--- config.mk ---
export PLATFORM = sky130hd
export DESIGN_NAME = vrc_device_flat
export DESIGN_NICKNAME = d
export VERILOG_FILES = /design/src/vrc_pkg.sv /design/src/vrc_link_if.sv /design/src/vrc_settle_timer.sv /design/src/vrc_device.sv /design/src/flat_wrapper.sv
export VERILOG_INCLUDE_DIRS = /design/src
export SDC_FILE = /design/constraint.sdc
export NUM_CORES = 1
export LEC_CHECK = 0
export BUFFER_PORTS_ARGS = -buffer_cell sky130_fd_sc_hd__buf_2
export CORE_MARGIN = 8
export CORE_UTILIZATION = 44
export DETAILED_ROUTE_END_ITERATION = 8
export GPL_ROUTABILITY_DRIVEN = 1
export PLACE_DENSITY = 0.66
export SLEW_MARGIN = 10
export SYNTH_ARGS = -nofsm -noshare
export SYNTH_HDL_FRONTEND = slang
export SYNTH_SLANG_ARGS = --single-unit
export TNS_END_PERCENT = 1
--- constraint.sdc ---
create_clock -name pclk -period 4.5 [get_ports pclk]
set_input_delay 0.45 -clock pclk [delete_from_list [all_inputs] [get_ports pclk]]
set_output_delay 0.45 -clock pclk [all_outputs]
set_load 0.03 [all_outputs]
--- src/vrc_regs.svh ---
// Offsets, field positions, reset values and timing counts of the relay control link
`ifndef VRC_REGS_SVH
`define VRC_REGS_SVH

// Relay drive bytes on the link, byte offsets from the module base
`define VRC_RLY0_OFS 4'h1
`define VRC_RLY1_OFS 4'h3
`define VRC_RLY2_OFS 4'h5
`define VRC_RLY3_OFS 4'h7
`define VRC_RLY_RST 8'h00

// Command word: opcode in the high byte, argument in the low byte
`define VRC_OPC_MSB 15
`define VRC_OPC_LSB 8
`define VRC_OPC_BEGIN_NORMAL 8'hA1
`define VRC_OPC_ABORT_NORMAL 8'hA2
`define VRC_OPC_END_NORMAL 8'hA3
`define VRC_OPC_ASSIGN_INT 8'hA4
`define VRC_OPC_ASCII 8'hA5
`define VRC_LVL_RST 3'h0

// Relay settling time and its cycle count at 200 MHz (least time, rounded up)
`define VRC_SETTLE_NS 1000
`define VRC_CLK_MHZ 200
`define VRC_SETTLE_CYC ((`VRC_SETTLE_NS * `VRC_CLK_MHZ + 999) / 1000)

// Host controller APB map
`define VRC_APB_OP 8'h00
`define VRC_APB_STAT 8'h04
`define VRC_APB_ISTAT 8'h08
`define VRC_APB_IMASK 8'h0C
`define VRC_APB_IMG 8'h10
`define VRC_OP_KIND_LSB 0
`define VRC_OP_IDX_LSB 2
`define VRC_OP_AND_LSB 8
`define VRC_OP_OR_LSB 16
`define VRC_OP_CMD_LSB 16
`define VRC_IRQ_DONE 0
`define VRC_IRQ_REFUSED 1
`define VRC_IRQ_DEV 2
`define VRC_IMASK_RST 3'h0

`endif

--- src/vrc_pkg.sv ---
// Types shared by both ends of the relay control link
package vrc_pkg;
    // Kind of transfer on the link
    typedef enum logic [1:0] {
        VRC_K_WRITE = 2'b00,
        VRC_K_READ = 2'b01,
        VRC_K_CMD = 2'b10
    } vrc_kind_t;

    // Host controller sequencer
    typedef enum logic [1:0] {
        VRC_H_IDLE = 2'b00,
        VRC_H_BUSY = 2'b01
    } vrc_hstate_t;
endpackage

--- src/vrc_link_if.sv ---
// Link between the host controller and the relay control device
`timescale 1ns/10ps
`default_nettype none
interface vrc_link_if;
    logic req; // Request held until ack
    vrc_pkg::vrc_kind_t kind; // Write, read or command
    logic [3:0] addr; // Byte offset from module base
    logic [15:0] wdata; // Byte in [7:0] or 16-bit command
    logic ack; // One-cycle answer
    logic ok; // Request accepted, valid with ack
    logic [7:0] rdata; // Read byte, valid with ack
    logic [2:0] irq_level; // Assigned interrupt level
    logic irq; // One-cycle interrupt event
    modport dev (input req, kind, addr, wdata, output ack, ok, rdata, irq_level, irq);
    modport host (output req, kind, addr, wdata, input ack, ok, rdata, irq_level, irq);
endinterface
`default_nettype wire

--- src/vrc_settle_timer.sv ---
// Relay settling timer, restarted by every relay write
`timescale 1ns/10ps
`default_nettype none
`include "vrc_regs.svh"
module vrc_settle_timer #(
    parameter int CYCLES = `VRC_SETTLE_CYC
) (
    input wire logic pclk, // System clock
    input wire logic presetn, // Async reset, active low
    input wire logic start, // Restart the interval
    output logic settled, // High once the interval has run out
    output logic fire // Pulse when the interval runs out
);
    generate
        if (CYCLES < 1) begin : g_bad
            $error("vrc_settle_timer: CYCLES must be at least 1");
        end
    endgenerate

    logic [31:0] cnt_q;

    // Down counter; a restart mid-interval extends the wait
    always_ff @(posedge pclk or negedge presetn) begin
        if (!presetn) begin
            cnt_q <= 32'h0000_0000;
        end else if (start) begin
            cnt_q <= 32'(CYCLES);
        end else if (cnt_q != 32'h0000_0000) begin
            cnt_q <= cnt_q - 32'h0000_0001;
        end
    end

    // Settled level and end-of-interval pulse
    always_ff @(posedge pclk or negedge presetn) begin
        if (!presetn) begin
            settled <= 1'b1;
            fire <= 1'b0;
        end else begin
            settled <= !start && (cnt_q <= 32'h0000_0001);
            fire <= !start && (cnt_q == 32'h0000_0001);
        end
    end
endmodule
`default_nettype wire

--- src/vrc_device.sv ---
// Relay control device: drive bytes, settling, substates and interrupt level
`timescale 1ns/10ps
`default_nettype none
`include "vrc_regs.svh"
// Notes on behaviour
// RULE1: every set control bit energizes its relay driver
// RULE2: host clears path bits with masks 0F, FC
// RULE3: host then sets path bits 20, 02
// RULE4: host updates images first, then writes them
// RULE5: path not settled until settling after last write
// RULE6: control bytes decoded at offsets 1,3,5,7
// RULE7: single-byte reads and writes to control bytes
// RULE8: interrupt level 0..7, zero suppresses interrupts
// RULE9: Assign Interrupter is 16-bit, configuration substate only
// RULE10: power up in configuration until Begin Normal
// RULE11: normal until Abort or End Normal Operation
// RULE12: ASCII commands only in normal substate
// RULE13: level change: Abort, Assign, then Begin
// RULE14: bit 1 closes path, bit 0 opens
// RULE15: bits numbered 0 LSB through 7 MSB
// RULE16: byte read returns last written value
module vrc_device #(
    parameter int SETTLE_CYCLES = `VRC_SETTLE_CYC
) (
    input wire logic pclk, // System clock
    input wire logic presetn, // Async reset, active low
    vrc_link_if.dev link, // Link to the host controller
    output logic [31:0] relay_drive, // Relay driver enables, byte n at [8n+7:8n]
    output logic path_settled, // Relays settled since last write
    output logic normal_op, // High in normal operation substate
    output logic [2:0] int_level, // Assigned interrupt level
    output logic ascii_valid, // Pulse with an accepted ASCII byte
    output logic [7:0] ascii_byte // Last accepted ASCII byte
);
    logic ack_q;
    logic ok_q;
    logic [7:0] rdata_q;
    logic [31:0] relay_q;
    logic normal_q;
    logic [2:0] level_q;
    logic irq_q;
    logic ascii_valid_q;
    logic [7:0] ascii_q;
    logic take;
    logic wr_hit;
    logic [2:0] dec;
    logic [7:0] opc;
    logic settled;
    logic fire;

    // Map an offset to {hit, byte index}; even and high offsets miss
    function automatic logic [2:0] decode(input logic [3:0] a);
        case (a)
            `VRC_RLY0_OFS: decode = 3'b100; // RULE6
            `VRC_RLY1_OFS: decode = 3'b101; // RULE6
            `VRC_RLY2_OFS: decode = 3'b110; // RULE6
            `VRC_RLY3_OFS: decode = 3'b111; // RULE6
            default: decode = 3'b000;
        endcase
    endfunction

    // Request taken on the first cycle it is seen without an answer pending
    assign take = link.req && !ack_q;
    assign dec = decode(link.addr);
    assign opc = link.wdata[`VRC_OPC_MSB:`VRC_OPC_LSB];
    assign wr_hit = take && (link.kind == vrc_pkg::VRC_K_WRITE) && dec[2]; // RULE7

    // Answer strobe, one cycle per request
    always_ff @(posedge pclk or negedge presetn) begin
        if (!presetn) begin
            ack_q <= 1'b0;
        end else begin
            ack_q <= take;
        end
    end

    // Acceptance flag and read data for each answer
    always_ff @(posedge pclk or negedge presetn) begin
        if (!presetn) begin
            ok_q <= 1'b0;
            rdata_q <= 8'h00;
        end else if (take) begin
            rdata_q <= 8'h00;
            case (link.kind)
                vrc_pkg::VRC_K_WRITE: begin
                    ok_q <= dec[2];
                end
                vrc_pkg::VRC_K_READ: begin
                    ok_q <= dec[2];
                    if (dec[2]) begin
                        rdata_q <= relay_q[dec[1:0]*8 +: 8]; // RULE16
                    end
                end
                vrc_pkg::VRC_K_CMD: begin
                    case (opc)
                        `VRC_OPC_BEGIN_NORMAL: ok_q <= 1'b1;
                        `VRC_OPC_ABORT_NORMAL: ok_q <= 1'b1;
                        `VRC_OPC_END_NORMAL: ok_q <= 1'b1;
                        `VRC_OPC_ASSIGN_INT: ok_q <= !normal_q; // RULE9
                        `VRC_OPC_ASCII: ok_q <= normal_q; // RULE12
                        default: ok_q <= 1'b0;
                    endcase
                end
                default: ok_q <= 1'b0;
            endcase
        end
    end

    // Drive bytes: each stored bit drives its relay directly, bit 0 the LSB
    always_ff @(posedge pclk or negedge presetn) begin
        if (!presetn) begin
            relay_q <= {4{`VRC_RLY_RST}};
        end else if (wr_hit) begin
            relay_q[dec[1:0]*8 +: 8] <= link.wdata[7:0]; // RULE1 RULE14 RULE15
        end
    end

    // Substate: configuration after reset, normal only via Begin
    always_ff @(posedge pclk or negedge presetn) begin
        if (!presetn) begin
            normal_q <= 1'b0; // RULE10
        end else if (take && link.kind == vrc_pkg::VRC_K_CMD) begin
            if (opc == `VRC_OPC_BEGIN_NORMAL) begin
                normal_q <= 1'b1; // RULE10
            end else if (opc == `VRC_OPC_ABORT_NORMAL || opc == `VRC_OPC_END_NORMAL) begin
                normal_q <= 1'b0; // RULE11 RULE13
            end
        end
    end

    // Interrupt level, changed only in configuration substate
    always_ff @(posedge pclk or negedge presetn) begin
        if (!presetn) begin
            level_q <= `VRC_LVL_RST;
        end else if (take && link.kind == vrc_pkg::VRC_K_CMD && opc == `VRC_OPC_ASSIGN_INT
                     && !normal_q) begin
            level_q <= link.wdata[2:0]; // RULE8 RULE9
        end
    end

    // ASCII bytes pass on only in normal operation
    always_ff @(posedge pclk or negedge presetn) begin
        if (!presetn) begin
            ascii_valid_q <= 1'b0;
            ascii_q <= 8'h00;
        end else begin
            ascii_valid_q <= take && link.kind == vrc_pkg::VRC_K_CMD
                             && opc == `VRC_OPC_ASCII && normal_q; // RULE12
            if (take && link.kind == vrc_pkg::VRC_K_CMD && opc == `VRC_OPC_ASCII && normal_q) begin
                ascii_q <= link.wdata[7:0];
            end
        end
    end

    // Settling interval restarts on every accepted relay write
    vrc_settle_timer #(
        .CYCLES(SETTLE_CYCLES)
    ) u_settle (
        .pclk(pclk),
        .presetn(presetn),
        .start(wr_hit), // RULE5
        .settled(settled),
        .fire(fire)
    );

    // Settled event raises an interrupt unless the level is zero
    always_ff @(posedge pclk or negedge presetn) begin
        if (!presetn) begin
            irq_q <= 1'b0;
        end else begin
            irq_q <= fire && (level_q != 3'h0); // RULE8
        end
    end

    // Link answers and user outputs, all from flops
    assign link.ack = ack_q;
    assign link.ok = ok_q;
    assign link.rdata = rdata_q;
    assign link.irq_level = level_q;
    assign link.irq = irq_q;
    assign relay_drive = relay_q;
    assign path_settled = settled; // RULE5
    assign normal_op = normal_q;
    assign int_level = level_q;
    assign ascii_valid = ascii_valid_q;
    assign ascii_byte = ascii_q;
endmodule
`default_nettype wire

--- src/flat_wrapper.sv ---
// flat-port wrapper written by rule: the top's interface ports become plain ports
module vrc_device_flat 
#(
    parameter int SETTLE_CYCLES = `VRC_SETTLE_CYC
)
  (pclk, presetn, relay_drive, path_settled, normal_op, int_level, ascii_valid, ascii_byte, link_req, link_kind, link_addr, link_wdata, link_ack, link_ok, link_rdata, link_irq_level, link_irq);
  vrc_link_if link_i ();
  input wire logic pclk;
  input wire logic presetn;
  output logic [31:0] relay_drive;
  output logic path_settled;
  output logic normal_op;
  output logic [2:0] int_level;
  output logic ascii_valid;
  output logic [7:0] ascii_byte;
  input wire logic [$bits(link_i.req)-1:0] link_req;
  input wire logic [$bits(link_i.kind)-1:0] link_kind;
  input wire logic [$bits(link_i.addr)-1:0] link_addr;
  input wire logic [$bits(link_i.wdata)-1:0] link_wdata;
  output wire logic [$bits(link_i.ack)-1:0] link_ack;
  output wire logic [$bits(link_i.ok)-1:0] link_ok;
  output wire logic [$bits(link_i.rdata)-1:0] link_rdata;
  output wire logic [$bits(link_i.irq_level)-1:0] link_irq_level;
  output wire logic [$bits(link_i.irq)-1:0] link_irq;
  assign link_i.req = link_req;
  assign link_i.kind = link_kind;
  assign link_i.addr = link_addr;
  assign link_i.wdata = link_wdata;
  assign link_ack = link_i.ack;
  assign link_ok = link_i.ok;
  assign link_rdata = link_i.rdata;
  assign link_irq_level = link_i.irq_level;
  assign link_irq = link_i.irq;
  vrc_device #(.SETTLE_CYCLES(SETTLE_CYCLES)) u_core (.pclk(pclk), .presetn(presetn), .link(link_i), .relay_drive(relay_drive), .path_settled(path_settled), .normal_op(normal_op), .int_level(int_level), .ascii_valid(ascii_valid), .ascii_byte(ascii_byte));
endmodule
==> results_dict.tcl, run 1 <==
set metrics [dict create \
    status "finished, final reports clean" \
    postCtsResizedCells 0 \
    grt_max_degree 55 \
    fin_crit_sh 0.675 \
    overflow 0 \
    critical_path.slowest_cell "and4_1" \
    synth_most_common_cell "nand2_1" \
    timing.slew.headroom 0.334 \
    rows 36 \
    cts_buffers 9 \
    cap_violations 0 \
    cts_max_level 3 \
    syn_nets 491 \
    clockBufferDepth 2 \
    path_cells "or4_1 -> nor4_1 -> and4_1 -> o311ai_0 -> o31ai_1" \
    muxShareOfSynthArea 0.0288 \
    cts_tree "done" \
    finalSetupViolCount 0 \
    synth_compound_area_frac 0.154 \
    synth_cell_types 46 \
    netlist.area_leader.share 0.517 \
    boundaryPins 85 \
    synth_top_family_by_area "simple AND/OR/NAND/NOR gates" \
    crit_fanout 29 \
    cts.sinks 90 \
    drive_gt1_frac 0.230 \
    die_x_um 115 \
    drt-met1-wl_mm 4.91 \
    fin_ws_ps 1460 \
    grt_setup_unrepaired "false" \
    min_path_type "in -> async" \
    drtPass1Iterations 4 \
    netlist_instances 460 \
    vias 3679 \
    drt_iter0_drc 292 \
    critical_path.endpoint_type "flop" \
    dieArea_mm2 0.0132 \
    ys_ff_latch 90 \
    n_antenna_cell 0 \
    root_buffer "clkbuf_8" \
    path_clk_slew_ps 90 \
    worstReg2RegStart "u_core.u_settle.cnt_q[29]" \
    final_area_mm2 0.00503 \
    synth-main-ff-cell "dfrtp_1" \
    cp-start-kind "flop" \
    core-area_mm2 0.00964 \
    required_ps 4770 \
    ir_worst_vdd_mv 0.174 \
    synth_area_mm2 0.00431 \
    groute.usage.overall 0.170 \
    synth_area_leaders "dfrtp_1, nand2_1, o21ai_0, o31ai_1, mux2_2" \
    pwr_density_cell_mw_per_mm2 381 \
    io_buffers 84 \
    clock_latency_ps 360 \
    drt_wl_total_mm 10.9 \
    cts_setup_buffers 0 \
    fin_worst_skew_ps 9.65 \
    reg2reg_to "u_core.u_settle.cnt_q[29]" \
    wl_met3_um 846 \
    reg2reg_depth 5 \
    report.final.slew_viol_count 0 \
    cts_hold_buffers 0 \
    final_hold_viol_count 0 \
    dp_hpwl_mm 7.83 \
    cellLeakagePower_nw 2.29 \
    synth_top_area_cell "dfrtp_1" \
    dr_wl_met2_mm 4.97 \
    dp_slack_ps 1330 \
    crit_arrival_ps 3310 \
    worstMarginPinSlew_ps 997 \
    setup.worst_path.class "reg -> reg" \
    multi_input_area_mm2 0.00193 \
    routedWlPerCell_um 16.1 \
    fillCellCount 920 \
    grt_antenna_before_repair 0 \
    initial_utilization 0.447 \
    fin_nets 566 \
    drcViolationCount 0 \
    grt_pass1_wl_mm 18.0 \
    fin_crit_ps 3040 \
    synth_edf_count 0 \
    avgSynthCellArea_um2 9.36 \
    netlist_top_cells_count "nand2_1, dfrtp_1, o21ai_0, a21oi_1, nor2_1" \
    synth_xor_area_frac 0.00610 \
    gp_congestion 0.815 \
    yosys.area_share.adder 0.0174 \
    finalPower_mw 1.92 \
    ys_async_sr_fraction 1.00 \
    seqCellArea_mm2 0.00225 \
    dpl_cell_area_mm2 0.00482 \
    grt_pass1_vias 3527 \
    die_h_um 115 \
    r2r_slack_ps 1460 \
    max_clock_freq_ghz 0.329 \
    via_per_inst 5.47 \
    slowest_delay_ps 920 \
    tns_ps 0 \
    antenna_left 0 \
    synthSimpleGateAreaFrac 0.241 \
    syn_to_final_growth_pct 16.7 \
    final_util 0.522 \
    yosys_warnings 0 \
    top_layer "met4" \
    ys_seq_area_frac 0.523 \
]
[placed cells by master, fill, tap and decap left out, types with 8 or more instances in the layout]
cell	n
a21oi_1	24
and3_1	10
buf_2	83
clkbuf_8	11
dfrtp_1	89
mux2_2	11
nand2_1	102
nor2_1	20
nor3_1	8
o21ai_0	44
o22ai_1	9
o31ai_1	18
or3_1	15
or4_1	13
[final cells by class]
cell class                      instances  share of cell area
Timing Repair Buffer                   87              0.0886
Clock inverter                          4             0.00996
Clock buffer                           12              0.0309
Sequential cell                        90               0.448
Inverter                                7             0.00523
Multi-Input combinational cell        340               0.384
Tap cell                              133              0.0331
[worst max-delay path by stage]
stage                                    startpoint                        end  slack, ps  cells after the start
after global routing      u_core.u_settle.cnt_q[26]  u_core.u_settle.cnt_q[12]       1150                      5
final                     u_core.u_settle.cnt_q[29]  u_core.u_settle.cnt_q[29]       1460                      5
after floorplan           u_core.u_settle.cnt_q[18]  u_core.u_settle.cnt_q[27]       2030                      6
after global placement                 link_addr[3]      u_core.relay_drive[9]       1350                      8
after CTS                 u_core.u_settle.cnt_q[26]  u_core.u_settle.cnt_q[29]       1460                      5
after detailed placement               link_addr[0]      u_core.relay_drive[9]       1330                      8
[sequential cells by signal, indices dropped and copies added, names as in the netlist]
register,flops
u_core.relay_drive,32
u_core.u_settle.settled,1
u_core.ascii_valid,1
u_core.int_level,3
u_core.link.ack,1
u_core.link.ok,1
u_core.u_settle.fire,1
u_core.normal_op,1
u_core.link.irq,1
u_core.link.rdata,8
u_core.u_settle.cnt_q,32
u_core.ascii_byte,8
[report_power, final]
group          internal (mW)  switching (mW)
Sequential             0.906           0.102
Combinational          0.131           0.209
Clock                  0.286           0.282
[through the flow]
step,std cells,hold slack (ps)
2_1_floorplan,460,154
3_3_place_gp,657,446
3_5_place_dp,657,450
4_1_cts,673,57.9
5_1_grt,673,78.8
6_report,673,52.0
[critical path: cells and delay by family, from the launching register on]
kind	cells	cell delay [ps]
and+or+nand+nor	3	2180
DFF	1	390
AOI/OAI and AO/OA	2	380
[per-layer routing]
layer,vias up,track usage
li1,1809,-
met1,1766,0.223
met2,93,0.264
met3,11,0.0499
met4,0,0.0543
met5,-,0
[cells by family (layout without fill, tap and decap cells)]
family	Yosys count	in the layout
buffers and inverters	30	110
multiplexers	11	11
flip-flops	90	90
XOR/XNOR	3	3
AND/OR/NAND/NOR	208	208
adder cells (fa/ha/maj)	6	6
AO/OA/AOI/OAI	112	112
(Power assumes the default switching activity.)
==> inputs of run 2 (changes only) <==
Clock period 4.5 ns to 3.1 ns, I/O delays scaled along.
==> results_dict.tcl, run 2 (synthesized netlist as in run 1, its figures left out) <==
set metrics [dict create \
    root_buffer "clkbuf_8" \
    required_ps 3390 \
    cts_tree "done" \
    report.final.slew_viol_count 0 \
    worstMarginPinSlew_ps 746 \
    final_cell_mix "nand2_1, dfrtp_1, buf_2" \
    drtPass1Iterations 4 \
    overflow 0 \
    final_hold_viol_count 0 \
    cts_hold_buffers 0 \
    rows 36 \
    min_path_type "in -> async" \
    io_buffers 84 \
    cts.sinks 90 \
    final_util 0.535 \
    fin_crit_sh 0.836 \
    boundaryPins 85 \
    clockBufferDepth 2 \
    critical_path.endpoint_type "flop" \
    fin_crit_ps 2590 \
    grt_pass1_wl_mm 18.2 \
    dieArea_mm2 0.0132 \
    cp-startpoint "u_core.u_settle.cnt_q[18]" \
    antenna_left 0 \
    clock_latency_ps 360 \
    grt_pass1_vias 3600 \
    cellLeakagePower_nw 2.37 \
    grt_setup_unrepaired "false" \
    fin_worst_skew_ps 9.20 \
    dp_hpwl_mm 8.09 \
    cp-start-kind "flop" \
    cts_max_level 3 \
    initial_utilization 0.447 \
    timing.slew.headroom 0.503 \
    cts_buffers 9 \
    layout.cells.non_filler 684 \
    timing.hold.ws_ps 25.8 \
    ir_worst_vdd_mv 0.275 \
    postCtsResizedCells 0 \
    fin_nets 577 \
    dpl.cell_count 668 \
    die_h_um 115 \
    crit_fanout 7 \
    drt_wl_total_mm 11.1 \
    worstReg2RegStart "u_core.u_settle.cnt_q[18]" \
    drive_gt1_frac 0.241 \
    finalSetupViolCount 0 \
    tns_ps 0 \
    reg2reg_depth 5 \
    groute.usage.overall 0.174 \
    layout_commonest_cell "nand2_1" \
    pwr_density_cell_mw_per_mm2 569 \
    cts_setup_buffers 0 \
    die_x_um 115 \
    grt_max_degree 60 \
    grt_antenna_before_repair 0 \
    max_clock_freq_ghz 0.386 \
    setup.worst_path.class "reg -> reg" \
    routedWlPerCell_um 16.2 \
    drcViolationCount 0 \
    path_clk_slew_ps 90 \
    crit_arrival_ps 2880 \
    via_per_inst 5.44 \
    cap_violations 0 \
    n_antenna_cell 0 \
    vias 3721 \
    finalPower_mw 2.93 \
    gp_congestion 0.875 \
    syn_to_final_growth_pct 19.7 \
    drt_iter0_drc 226 \
    core-area_mm2 0.00964 \
    status "finished, final reports clean" \
]
[run 2: cell count changes in the layout (fill, tap and decap cells not counted)]
cell | previous run | this run
buf_12 | 0 | 1
bufinv_16 | 1 | 3
clkbuf_8 | 11 | 10
clkbuf_1 | 1 | 3
clkinv_2 | 1 | 0
clkinvlp_4 | 2 | 0
buf_4 | 4 | 14
[run 2: layer usage]
metal / part of all wire / track usage
met1: 0.46 / 0.222
met2: 0.46 / 0.278
met3: 0.071 / 0.0452
met4: 0.012 / 0.0665
met5: 0 / 0
[run 2: final cells by class]
type | instances | area [µm²]
well taps | 133 | 166
flip-flops and latches | 90 | 2250
clock buffers | 13 | 149
clock inverters | 3 | 90.1
multi-input cells | 340 | 1930
repair buffers | 98 | 541
fillers | 937 | 4480
inverters | 7 | 26.3
[run 2: through the flow]
stage	setup WS, ps	instance area [µm²]
3_5_place_dp	525	4920
3_3_place_gp	584	4920
4_1_cts	534	5160
5_1_grt	401	5160
6_report	510	5160
2_1_floorplan	633	4310
[run 2: path summary, 6_finish.rpt]
check                                             to  slack [ps]
max in group asynchronous     u_core.relay_drive[21]        2340
hold reg to reg                 u_core.link.rdata[1]         480
setup / recovery           u_core.u_settle.cnt_q[27]         510
setup reg to reg           u_core.u_settle.cnt_q[27]         510
min in group pclk                   u_core.normal_op         180
hold / removal             u_core.u_settle.cnt_q[20]          30
[run 2: report_power, final]
group          internal (mW)  switching [mW]  total, mW
clock                  0.559           0.399      0.958
combinational          0.201           0.309      0.510
sequential              1.32           0.149       1.46
total                   2.08           0.857       2.93
[run 2: worst max-delay path, cell delays in order, from the launching register on]
cell     delay, ps
dfrtp_1        410
or4_4          580
or4_1          600
or3_4          380
or4_1          410
a21oi_1        160
